### config.mk
export PLATFORM = sky130hd
export DESIGN_NAME = timer_zero
export DESIGN_NICKNAME = d
export VERILOG_FILES = /design/src/timer_zero_pkg.sv /design/src/edge_sync.sv /design/src/timer_zero.sv
export VERILOG_INCLUDE_DIRS = /design/src
export SDC_FILE = /design/constraint.sdc
export NUM_CORES = 1
export LEC_CHECK = 0
export ABC_AREA = 1
export BUFFER_PORTS_ARGS = -buffer_cell sky130_fd_sc_hd__buf_2
export CAP_MARGIN = 20
export CORE_MARGIN = 2
export CORE_UTILIZATION = 48
export CTS_CLUSTER_SIZE = 24
export DETAILED_ROUTE_END_ITERATION = 8
export PLACE_DENSITY = 0.76
export SLEW_MARGIN = 20
export SYNTH_ARGS = -nofsm -noshare
export SYNTH_HDL_FRONTEND = slang
export SYNTH_SLANG_ARGS = --single-unit
### constraint.sdc
create_clock -name aclk -period 1.6 [get_ports aclk]
set_input_delay 0.24 -clock aclk [delete_from_list [all_inputs] [get_ports aclk]]
set_output_delay 0.24 -clock aclk [all_outputs]
set_load 0.02 [all_outputs]
### src/timer_zero_cfg.svh
`ifndef TIMER_ZERO_CFG_SVH
`define TIMER_ZERO_CFG_SVH

// ----------------------------------------------------------------
// Register byte offsets
// ----------------------------------------------------------------
`define TZ_OFF_COUNT 8'h00
`define TZ_OFF_CONFIG 8'h04
`define TZ_OFF_IRQ_STATUS 8'h08
`define TZ_OFF_IRQ_MASK 8'h0C
`define TZ_OFF_CTRL 8'h10

// ----------------------------------------------------------------
// Field positions
// ----------------------------------------------------------------
`define TZ_CFG_CLOCK_SOURCE 5
`define TZ_CFG_SOURCE_EDGE 4
`define TZ_CFG_PRESC_ASSIGN 3
`define TZ_CFG_RATE_HI 2
`define TZ_CFG_RATE_LO 0
`define TZ_IRQ_OVERFLOW 2
`define TZ_CTRL_SLEEP 0
`define TZ_CTRL_WDT_CLEAR 1

// ----------------------------------------------------------------
// Reset values and timing counts
// ----------------------------------------------------------------
`define TZ_CONFIG_RESET 8'hFF
`define TZ_COUNT_RESET 8'h00
`define TZ_INSTR_DIV 4
`define TZ_WRITE_INHIBIT_CYC 2'h2

`endif

### src/timer_zero_pkg.sv
`default_nettype none

package timer_zero_pkg;

  typedef logic [7:0] count_t;
  typedef logic [2:0] rate_t;

  typedef enum logic [1:0] {
    RESP_OKAY = 2'h0,
    RESP_SLVERR = 2'h2
  } axi_resp_t;

endpackage

`default_nettype wire
### src/edge_sync.sv
`timescale 1ns/1ps
`default_nettype none

module edge_sync (
  input wire logic aclk,
  input wire logic aresetn,
  input wire logic pin,
  output logic rise,
  output logic fall
);

  logic s1_reg;
  logic s2_reg;
  logic s3_reg;
  logic level_reg;
  logic settled;

  // ----------------------------------------------------------------
  // Three-stage capture
  // ----------------------------------------------------------------
  always_ff @(posedge aclk) begin
    if (!aresetn) begin
      s1_reg <= 1'b0;
      s2_reg <= 1'b0;
      s3_reg <= 1'b0;
    end else begin
      s1_reg <= pin;
      s2_reg <= s1_reg;
      s3_reg <= s2_reg;
    end
  end

  assign settled = (s2_reg == s3_reg);

  // ----------------------------------------------------------------
  // One pulse per accepted change
  // ----------------------------------------------------------------
  always_ff @(posedge aclk) begin
    if (!aresetn) begin
      level_reg <= 1'b0;
      rise <= 1'b0;
      fall <= 1'b0;
    end else begin
      rise <= settled && s3_reg && !level_reg; // RQ16
      fall <= settled && !s3_reg && level_reg; // RQ16
      if (settled) begin
        level_reg <= s3_reg;
      end
    end
  end

endmodule

`default_nettype wire

### src/timer_zero.sv
// Notes on behaviour
// RQ1: Eight-bit up counter, software read and write.
// RQ2: Timer mode counts every instruction cycle.
// RQ3: Counting held off two cycles after write.
// RQ4: Counter mode counts external input edges.
// RQ5: One prescaler, timer or watchdog, never both.
// RQ6: Three-bit rate picks eight timer division ratios.
// RQ7: Watchdog assignment gives timer one-to-one rate.
// RQ8: Prescaler count hidden from software entirely.
// RQ9: Count write clears prescaler when timer-assigned.
// RQ10: Watchdog clear resets prescaler when watchdog-assigned.
// RQ11: Software follows clearing sequence when reassigning.
// RQ12: Wrap sets overflow flag; software clears it.
// RQ13: Edge select one falling, zero rising.
// RQ14: Timer 1:2..1:256, watchdog 1:1..1:128.
// RQ15: Counter frozen during sleep.
// RQ16: External input synchronised and edge detected.
`timescale 1ns/1ps
`default_nettype none
`include "timer_zero_cfg.svh"

module timer_zero #(
  parameter int INSTR_DIV = `TZ_INSTR_DIV,
  parameter int ADDR_W = 8
) (
  input wire logic aclk,
  input wire logic aresetn,
  input wire logic [ADDR_W-1:0] awaddr,
  input wire logic awvalid,
  output logic awready,
  input wire logic [31:0] wdata,
  input wire logic [3:0] wstrb,
  input wire logic wvalid,
  output logic wready,
  output logic [1:0] bresp,
  output logic bvalid,
  input wire logic bready,
  input wire logic [ADDR_W-1:0] araddr,
  input wire logic arvalid,
  output logic arready,
  output logic [31:0] rdata,
  output logic [1:0] rresp,
  output logic rvalid,
  input wire logic rready,
  input wire logic external_count_input,
  input wire logic watchdog_base_tick,
  output logic watchdog_tick,
  output logic watchdog_restart,
  output logic irq
);

  generate
    if (INSTR_DIV < 1 || INSTR_DIV > 255) begin : g_bad_div
      $error("INSTR_DIV out of range");
    end
    if (ADDR_W < 5) begin : g_bad_addr
      $error("ADDR_W too narrow for the register map");
    end
  endgenerate

  // ----------------------------------------------------------------
  // Helpers
  // ----------------------------------------------------------------
  function automatic logic addr_is(input logic [ADDR_W-1:0] a,
                                   input logic [7:0] off);
    addr_is = ({a[ADDR_W-1:2], 2'h0} == ADDR_W'(off));
  endfunction

  function automatic logic rate_hit(input logic [7:0] p,
                                    input timer_zero_pkg::rate_t ps,
                                    input logic for_timer);
    logic [8:0] m;
    m = for_timer ? (9'h002 << ps) : (9'h001 << ps);
    m = m - 9'h001;
    rate_hit = ((p & m[7:0]) == m[7:0]); // RQ14
  endfunction

  function automatic logic mapped(input logic [ADDR_W-1:0] a);
    mapped = addr_is(a, `TZ_OFF_COUNT) || addr_is(a, `TZ_OFF_CONFIG) ||
             addr_is(a, `TZ_OFF_IRQ_STATUS) ||
             addr_is(a, `TZ_OFF_IRQ_MASK) || addr_is(a, `TZ_OFF_CTRL);
  endfunction

  // ----------------------------------------------------------------
  // Write channel
  // ----------------------------------------------------------------
  logic aw_held_reg;
  logic w_held_reg;
  logic [ADDR_W-1:0] awaddr_reg;
  logic [7:0] wdata_reg;
  logic wlane_reg;
  logic do_write;

  assign awready = !aw_held_reg;
  assign wready = !w_held_reg;
  assign do_write = aw_held_reg && w_held_reg && !bvalid;

  always_ff @(posedge aclk) begin
    if (!aresetn) begin
      aw_held_reg <= 1'b0;
      w_held_reg <= 1'b0;
      awaddr_reg <= '0;
      wdata_reg <= 8'h00;
      wlane_reg <= 1'b0;
    end else begin
      if (awvalid && awready) begin
        aw_held_reg <= 1'b1;
        awaddr_reg <= awaddr;
      end else if (do_write) begin
        aw_held_reg <= 1'b0;
      end
      if (wvalid && wready) begin
        w_held_reg <= 1'b1;
        wdata_reg <= wdata[7:0];
        wlane_reg <= wstrb[0];
      end else if (do_write) begin
        w_held_reg <= 1'b0;
      end
    end
  end

  always_ff @(posedge aclk) begin
    if (!aresetn) begin
      bvalid <= 1'b0;
      bresp <= timer_zero_pkg::RESP_OKAY;
    end else if (do_write) begin
      bvalid <= 1'b1;
      bresp <= mapped(awaddr_reg) ? timer_zero_pkg::RESP_OKAY
                                  : timer_zero_pkg::RESP_SLVERR;
    end else if (bready) begin
      bvalid <= 1'b0;
    end
  end

  logic cnt_wr;
  logic cfg_wr;
  logic sts_wr;
  logic msk_wr;
  logic ctl_wr;

  assign cnt_wr = do_write && wlane_reg && addr_is(awaddr_reg, `TZ_OFF_COUNT);
  assign cfg_wr = do_write && wlane_reg &&
                  addr_is(awaddr_reg, `TZ_OFF_CONFIG);
  assign sts_wr = do_write && wlane_reg &&
                  addr_is(awaddr_reg, `TZ_OFF_IRQ_STATUS);
  assign msk_wr = do_write && wlane_reg &&
                  addr_is(awaddr_reg, `TZ_OFF_IRQ_MASK);
  assign ctl_wr = do_write && wlane_reg && addr_is(awaddr_reg, `TZ_OFF_CTRL);

  // ----------------------------------------------------------------
  // Software registers
  // ----------------------------------------------------------------
  logic [7:0] config_reg;
  logic [7:0] mask_reg;
  logic sleep_reg;
  logic wdt_clr;

  always_ff @(posedge aclk) begin
    if (!aresetn) begin
      config_reg <= `TZ_CONFIG_RESET;
      mask_reg <= 8'h00;
      sleep_reg <= 1'b0;
    end else begin
      if (cfg_wr) begin
        config_reg <= wdata_reg;
      end
      if (msk_wr) begin
        mask_reg <= wdata_reg & (8'h01 << `TZ_IRQ_OVERFLOW);
      end
      if (ctl_wr) begin
        sleep_reg <= wdata_reg[`TZ_CTRL_SLEEP];
      end
    end
  end

  assign wdt_clr = ctl_wr && wdata_reg[`TZ_CTRL_WDT_CLEAR];

  logic clock_source;
  logic source_edge;
  logic presc_assign;
  timer_zero_pkg::rate_t rate;

  assign clock_source = config_reg[`TZ_CFG_CLOCK_SOURCE];
  assign source_edge = config_reg[`TZ_CFG_SOURCE_EDGE];
  assign presc_assign = config_reg[`TZ_CFG_PRESC_ASSIGN];
  assign rate = config_reg[`TZ_CFG_RATE_HI:`TZ_CFG_RATE_LO];

  // ----------------------------------------------------------------
  // Instruction cycle divider
  // ----------------------------------------------------------------
  logic [7:0] div_reg;
  logic instr_tick;

  assign instr_tick = (div_reg == 8'(INSTR_DIV - 1));

  always_ff @(posedge aclk) begin
    if (!aresetn || instr_tick) begin
      div_reg <= 8'h00;
    end else begin
      div_reg <= div_reg + 8'h01;
    end
  end

  // ----------------------------------------------------------------
  // Count source and prescaler
  // ----------------------------------------------------------------
  logic ext_rise;
  logic ext_fall;
  logic ext_edge;
  logic src_tick;
  logic [7:0] presc_reg;
  logic presc_clr;
  logic presc_step;
  logic count_tick;

  edge_sync u_sync (
    .aclk(aclk),
    .aresetn(aresetn),
    .pin(external_count_input),
    .rise(ext_rise),
    .fall(ext_fall)
  );

  assign ext_edge = source_edge ? ext_fall : ext_rise; // RQ13
  // Sleep stops the source, so nothing reaches the counter
  assign src_tick = !sleep_reg &&
                    (clock_source ? ext_edge : instr_tick); // RQ2 RQ4 RQ15

  assign presc_clr = (cnt_wr && !presc_assign) || // RQ9
                     (wdt_clr && presc_assign); // RQ10
  assign presc_step = presc_assign ? watchdog_base_tick : src_tick; // RQ5

  always_ff @(posedge aclk) begin
    if (!aresetn || presc_clr) begin
      presc_reg <= 8'h00;
    end else if (presc_step) begin
      presc_reg <= presc_reg + 8'h01;
    end
  end

  // Watchdog assignment bypasses the prescaler entirely
  assign count_tick = presc_assign ? src_tick : // RQ7
                      (src_tick && rate_hit(presc_reg, rate, 1'b1)); // RQ6

  always_ff @(posedge aclk) begin
    if (!aresetn) begin
      watchdog_tick <= 1'b0;
      watchdog_restart <= 1'b0;
    end else begin
      watchdog_tick <= presc_assign && watchdog_base_tick &&
                       rate_hit(presc_reg, rate, 1'b0); // RQ5
      watchdog_restart <= wdt_clr; // RQ10
    end
  end

  // ----------------------------------------------------------------
  // Counter, write hold-off and overflow
  // ----------------------------------------------------------------
  timer_zero_pkg::count_t count_reg;
  logic [1:0] inhibit_reg;
  logic count_inc;
  logic [7:0] status_reg;
  logic ovf_set;

  assign count_inc = count_tick && (inhibit_reg == 2'h0); // RQ3
  assign ovf_set = count_inc && (count_reg == 8'hFF);

  always_ff @(posedge aclk) begin
    if (!aresetn) begin
      inhibit_reg <= 2'h0;
    end else if (cnt_wr) begin
      inhibit_reg <= `TZ_WRITE_INHIBIT_CYC; // RQ3
    end else if (instr_tick && inhibit_reg != 2'h0) begin
      inhibit_reg <= inhibit_reg - 2'h1;
    end
  end

  always_ff @(posedge aclk) begin
    if (!aresetn) begin
      count_reg <= `TZ_COUNT_RESET;
    end else if (cnt_wr) begin
      count_reg <= wdata_reg; // RQ1
    end else if (count_inc) begin
      count_reg <= count_reg + 8'h01; // RQ1
    end
  end

  // Set wins over a simultaneous write-one clear
  always_ff @(posedge aclk) begin
    if (!aresetn) begin
      status_reg <= 8'h00;
    end else if (ovf_set) begin
      status_reg[`TZ_IRQ_OVERFLOW] <= 1'b1; // RQ12
    end else if (sts_wr) begin
      status_reg <= status_reg & ~wdata_reg; // RQ12
    end
  end

  always_ff @(posedge aclk) begin
    if (!aresetn) begin
      irq <= 1'b0;
    end else begin
      irq <= |(status_reg & mask_reg);
    end
  end

  // ----------------------------------------------------------------
  // Read channel
  // ----------------------------------------------------------------
  logic [7:0] rd_val;

  // No address exposes the prescaler count
  always_comb begin
    rd_val = 8'h00;
    if (addr_is(araddr, `TZ_OFF_COUNT)) rd_val = count_reg;
    else if (addr_is(araddr, `TZ_OFF_CONFIG)) rd_val = config_reg;
    else if (addr_is(araddr, `TZ_OFF_IRQ_STATUS)) rd_val = status_reg;
    else if (addr_is(araddr, `TZ_OFF_IRQ_MASK)) rd_val = mask_reg;
    else if (addr_is(araddr, `TZ_OFF_CTRL)) rd_val = {7'h00, sleep_reg};
  end // RQ8

  assign arready = !rvalid;

  always_ff @(posedge aclk) begin
    if (!aresetn) begin
      rvalid <= 1'b0;
      rdata <= 32'h0000_0000;
      rresp <= timer_zero_pkg::RESP_OKAY;
    end else if (arvalid && arready) begin
      rvalid <= 1'b1;
      rdata <= {24'h00_0000, rd_val};
      rresp <= mapped(araddr) ? timer_zero_pkg::RESP_OKAY
                              : timer_zero_pkg::RESP_SLVERR;
    end else if (rready) begin
      rvalid <= 1'b0;
    end
  end
endmodule

`default_nettype wire

==> impl_metrics.json <==
{
  "finClkSkew_ps": 9.78,
  "grt_pass1_vias": 3643,
  "grt_max_degree": 21,
  "violations": "negative setup slack",
  "nNetsFinal": 725,
  "initial_core_util_pct": 49.6,
  "area_delta_synth_final_pct": 24.4,
  "rr_worst_depth": 12,
  "ys.flop_type": "dfxtp_1",
  "cts_made_buffers": 9,
  "critPathSlowestCell": "dfxtp_2",
  "status": "finished with violations",
  "avgSynthCellArea_um2": 7.24,
  "critPathLaunchType": "flop",
  "hold_class": "input pin to flop",
  "pin_count": 105,
  "crit_arrival_ps": 1940,
  "ys_ff_latch": 82,
  "post-route-period-util_pct": 103,
  "cp-end-kind": "flop",
  "final_antenna_net_count": 0,
  "ir_drop_v": 0.000377,
  "gr-total-overflow": 0,
  "io_buffers": 47,
  "grt_setup_unrepaired": "yes",
  "leakage_nw": 2.40,
  "first_iter_violations": 200,
  "critPathMaxFanout": 8,
  "cts_root_buf": "clkbuf_8",
  "antenna_found_initial": 0,
  "fin_crit_ps": 1640,
  "final-seq-area_um2": 1650,
  "cts_tree": "yes",
  "ys_seq_area_share_pct": 40.1,
  "netlist_top_cells_area": "dfxtp_1 40%, nand2_1 9.7%, inv_1 7.3%, a21oi_1 6.2%, nor2_1 5.3%",
  "viasPerCell": 5.15,
  "die_area_um2": 9290,
  "grt_pass1_wl_um": 16200,
  "ctsHtreeMaxLevel": 3,
  "ctsLongestPathBuffers": 2,
  "multi_input_area_um2": 2130,
  "design_area_um2": 5100,
  "syn_inst": 566,
  "routedWlPerCell_um": 13.3,
  "worstPathRequired_ps": 1900,
  "fp-row-count": 33,
  "r2r-start": "div_reg[0]$_SDFF_PP0_",
  "place.gp.congestion": 0.892,
  "crit_start": "div_reg[0]$_SDFF_PP0_",
  "worstPathCellList": "ha_4 > nand2_4 > nor2_4 > nand2_2 > nand2_2 > nand2_2 > nor2_4 > buf_6 > nand3_4 > nand3_1 > nand2_1 > inv_1",
  "clock-sinks": 82,
  "crit_type": "flop to flop",
  "ctsHoldBuffers": 0,
  "final_hold_viol_count": 0,
  "synth_edf_count": 0,
  "final_cells": 768,
  "p_per_area_nw_per_um2": 856,
  "die_width_um": 96.4,
  "die-height_um": 96.4,
  "synthArstFlopShare_pct": 0,
  "ff2ff_setup_slack_ps": -40,
  "post-route-worst-setup-slack_ps": -41.3,
  "drt_wl_total_um": 10200,
  "clkTransAtPathRegs_ps": 80,
  "p_total_mw": 4.37,
  "hpwl_um": 7060,
  "final_max_slew_viol_count": 0,
  "drtPass1Iterations": 5,
  "netlist_area_um2": 4100,
  "route.detailed.drc": 0,
  "grt_usage_pct": 22.5,
  "setup_viol": 1,
  "slowest_delay_ps": 360,
  "placed_area_um2": 4530,
  "dp.cells": 736,
  "coreArea_um2": 8260,
  "crit_end": "status_reg[4]$_SDFFE_PN0P_",
  "insertedDiodeCount": 0,
  "drv_cap": 0,
  "synth_top_cell_area_share_pct": 40.1,
  "synth.distinct_cells": 42,
  "nFillCells": 688,
  "yosysWarnings": 0,
  "timing.fmax_mhz": 609,
  "drive_gt1_share_pct": 27.0,
  "critPathMostFrequentCell": "nand2_2",
  "hold_path_depth": 3,
  "yosys.area.top_type": "dfxtp_1",
  "reg2reg_to": "status_reg[4]$_SDFFE_PN0P_",
  "clk_latency_ps": 360,
  "dr_total_vias": 3956
}
[report_power, final]
group / internal [mW] / total (mW) / switching (mW)
Combinational: 0.171 / 0.502 / 0.331
Clock: 0.924 / 1.70 / 0.776
Sequential: 2.11 / 2.16 / 0.0547
[per-stage QoR]
step / TNS (ps) / hold slack (ps) / setup slack [ps] / utilization, %
2_1_floorplan: 0 / 338 / 94.3 / -
3_3_place_gp: -1100 / 420 / -85.8 / 54.9
3_5_place_dp: -1530 / 421 / -150 / 54.9
4_1_cts: 0 / 64.6 / 1.94 / 59.4
5_1_grt: -925 / 67.1 / -107 / 61.7
6_report: -41.3 / 72.1 / -41.3 / 61.7
[cell families (layout without fill, tap and decap cells)]
group                      after synthesis  after routing  synth area share, %
xor gates and xnor gates                 8              8                 1.71
other                                    1             26               0.0915
buffers and inverters                  127            199                 14.6
and+or+nand+nor                        229            229                 25.5
adders and majority gates                6              6                 1.83
AOI/OAI and AO/OA                      113            113                 16.3
DFF                                     82             82                 40.1
[placed cells by master (no fill, tap or decap), drive strengths merged]
cell | synthesis | routed
clkinv | 1 | 4
a31oi | 3 | 3
a211oi | 2 | 2
clkinvlp | 0 | 1
conb | 1 | 26
o21a | 1 | 1
nand2b | 3 | 3
ha | 6 | 6
o211ai | 9 | 9
a21oi | 52 | 52
or2 | 1 | 1
nor3b | 1 | 1
clkbuf | 6 | 10
o21ai | 39 | 39
o22ai | 4 | 4
nand2 | 109 | 109
nand4 | 7 | 7
bufinv | 0 | 2
xor2 | 5 | 5
nor2 | 60 | 60
buf | 33 | 95
nor4 | 2 | 2
nand3 | 40 | 40
xnor2 | 3 | 3
inv | 87 | 87
nor3 | 6 | 6
dfxtp | 82 | 82
o21bai | 2 | 2
a21o | 1 | 1
[how the worst min path moves through the flow]
stage | from | end | slack [ps]
floorplan | external_count_input | u_sync.s1_reg$_SDFF_PN0_ | 340
global placement | u_sync.s1_reg$_SDFF_PN0_ | u_sync.s2_reg$_SDFF_PN0_ | 420
detailed placement | u_sync.s1_reg$_SDFF_PN0_ | u_sync.s2_reg$_SDFF_PN0_ | 420
CTS | external_count_input | u_sync.s1_reg$_SDFF_PN0_ | 60
global route | external_count_input | u_sync.s1_reg$_SDFF_PN0_ | 70
finish | external_count_input | u_sync.s1_reg$_SDFF_PN0_ | 70
[Yosys cell counts (2+ instances only)]
| cell type | n |
|---|---|
| a211oi_1 | 2 |
| nor2_1 | 58 |
| nor3_1 | 5 |
| nand4_1 | 7 |
| nand3_2 | 2 |
| buf_6 | 2 |
| inv_2 | 7 |
| o211ai_2 | 8 |
| clkbuf_1 | 6 |
| nand2_1 | 106 |
| o22ai_1 | 4 |
| nand2b_1 | 3 |
| inv_1 | 80 |
| xor2_1 | 5 |
| nand2_4 | 2 |
| nand3_1 | 37 |
| a21oi_1 | 51 |
| buf_4 | 27 |
| dfxtp_1 | 82 |
| xnor2_1 | 3 |
| ha_1 | 6 |
| buf_2 | 3 |
| o21ai_0 | 39 |
| a31oi_1 | 3 |
[critical path, delay by kind of cell (launching register included)]
family	cells	cell delay [ps]
DFF	1	360
adders and majority gates	1	160
buffers and inverters	2	180
and+or+nand+nor	9	880
[what timing repair did]
action / in CTS / in global routing
buffers inserted: 11 / 5
resized for setup: 15 / 37
pin swaps: 9 / 13
endpoints found under the setup margin: 19 / 35
[cell type report]
type	count	share of cell area (%)
Multi-Input combinational cell	382	41.7
Sequential cell	82	32.3
Timing Repair Buffer	95	12.5
Inverter	88	6.48
Clock buffer	10	2.70
Tap cell	105	2.58
Clock inverter	6	1.77
[per-layer routing]
metal,vias up,global-route usage [%],wire length (µm)
met4,0,9.86,335
met2,154,38.6,5040
met3,31,4.50,570
met1,1822,27.3,4280
met5,-,0,0
li1,1949,-,-
No activity file was read; power rests on OpenSTA's default activity.
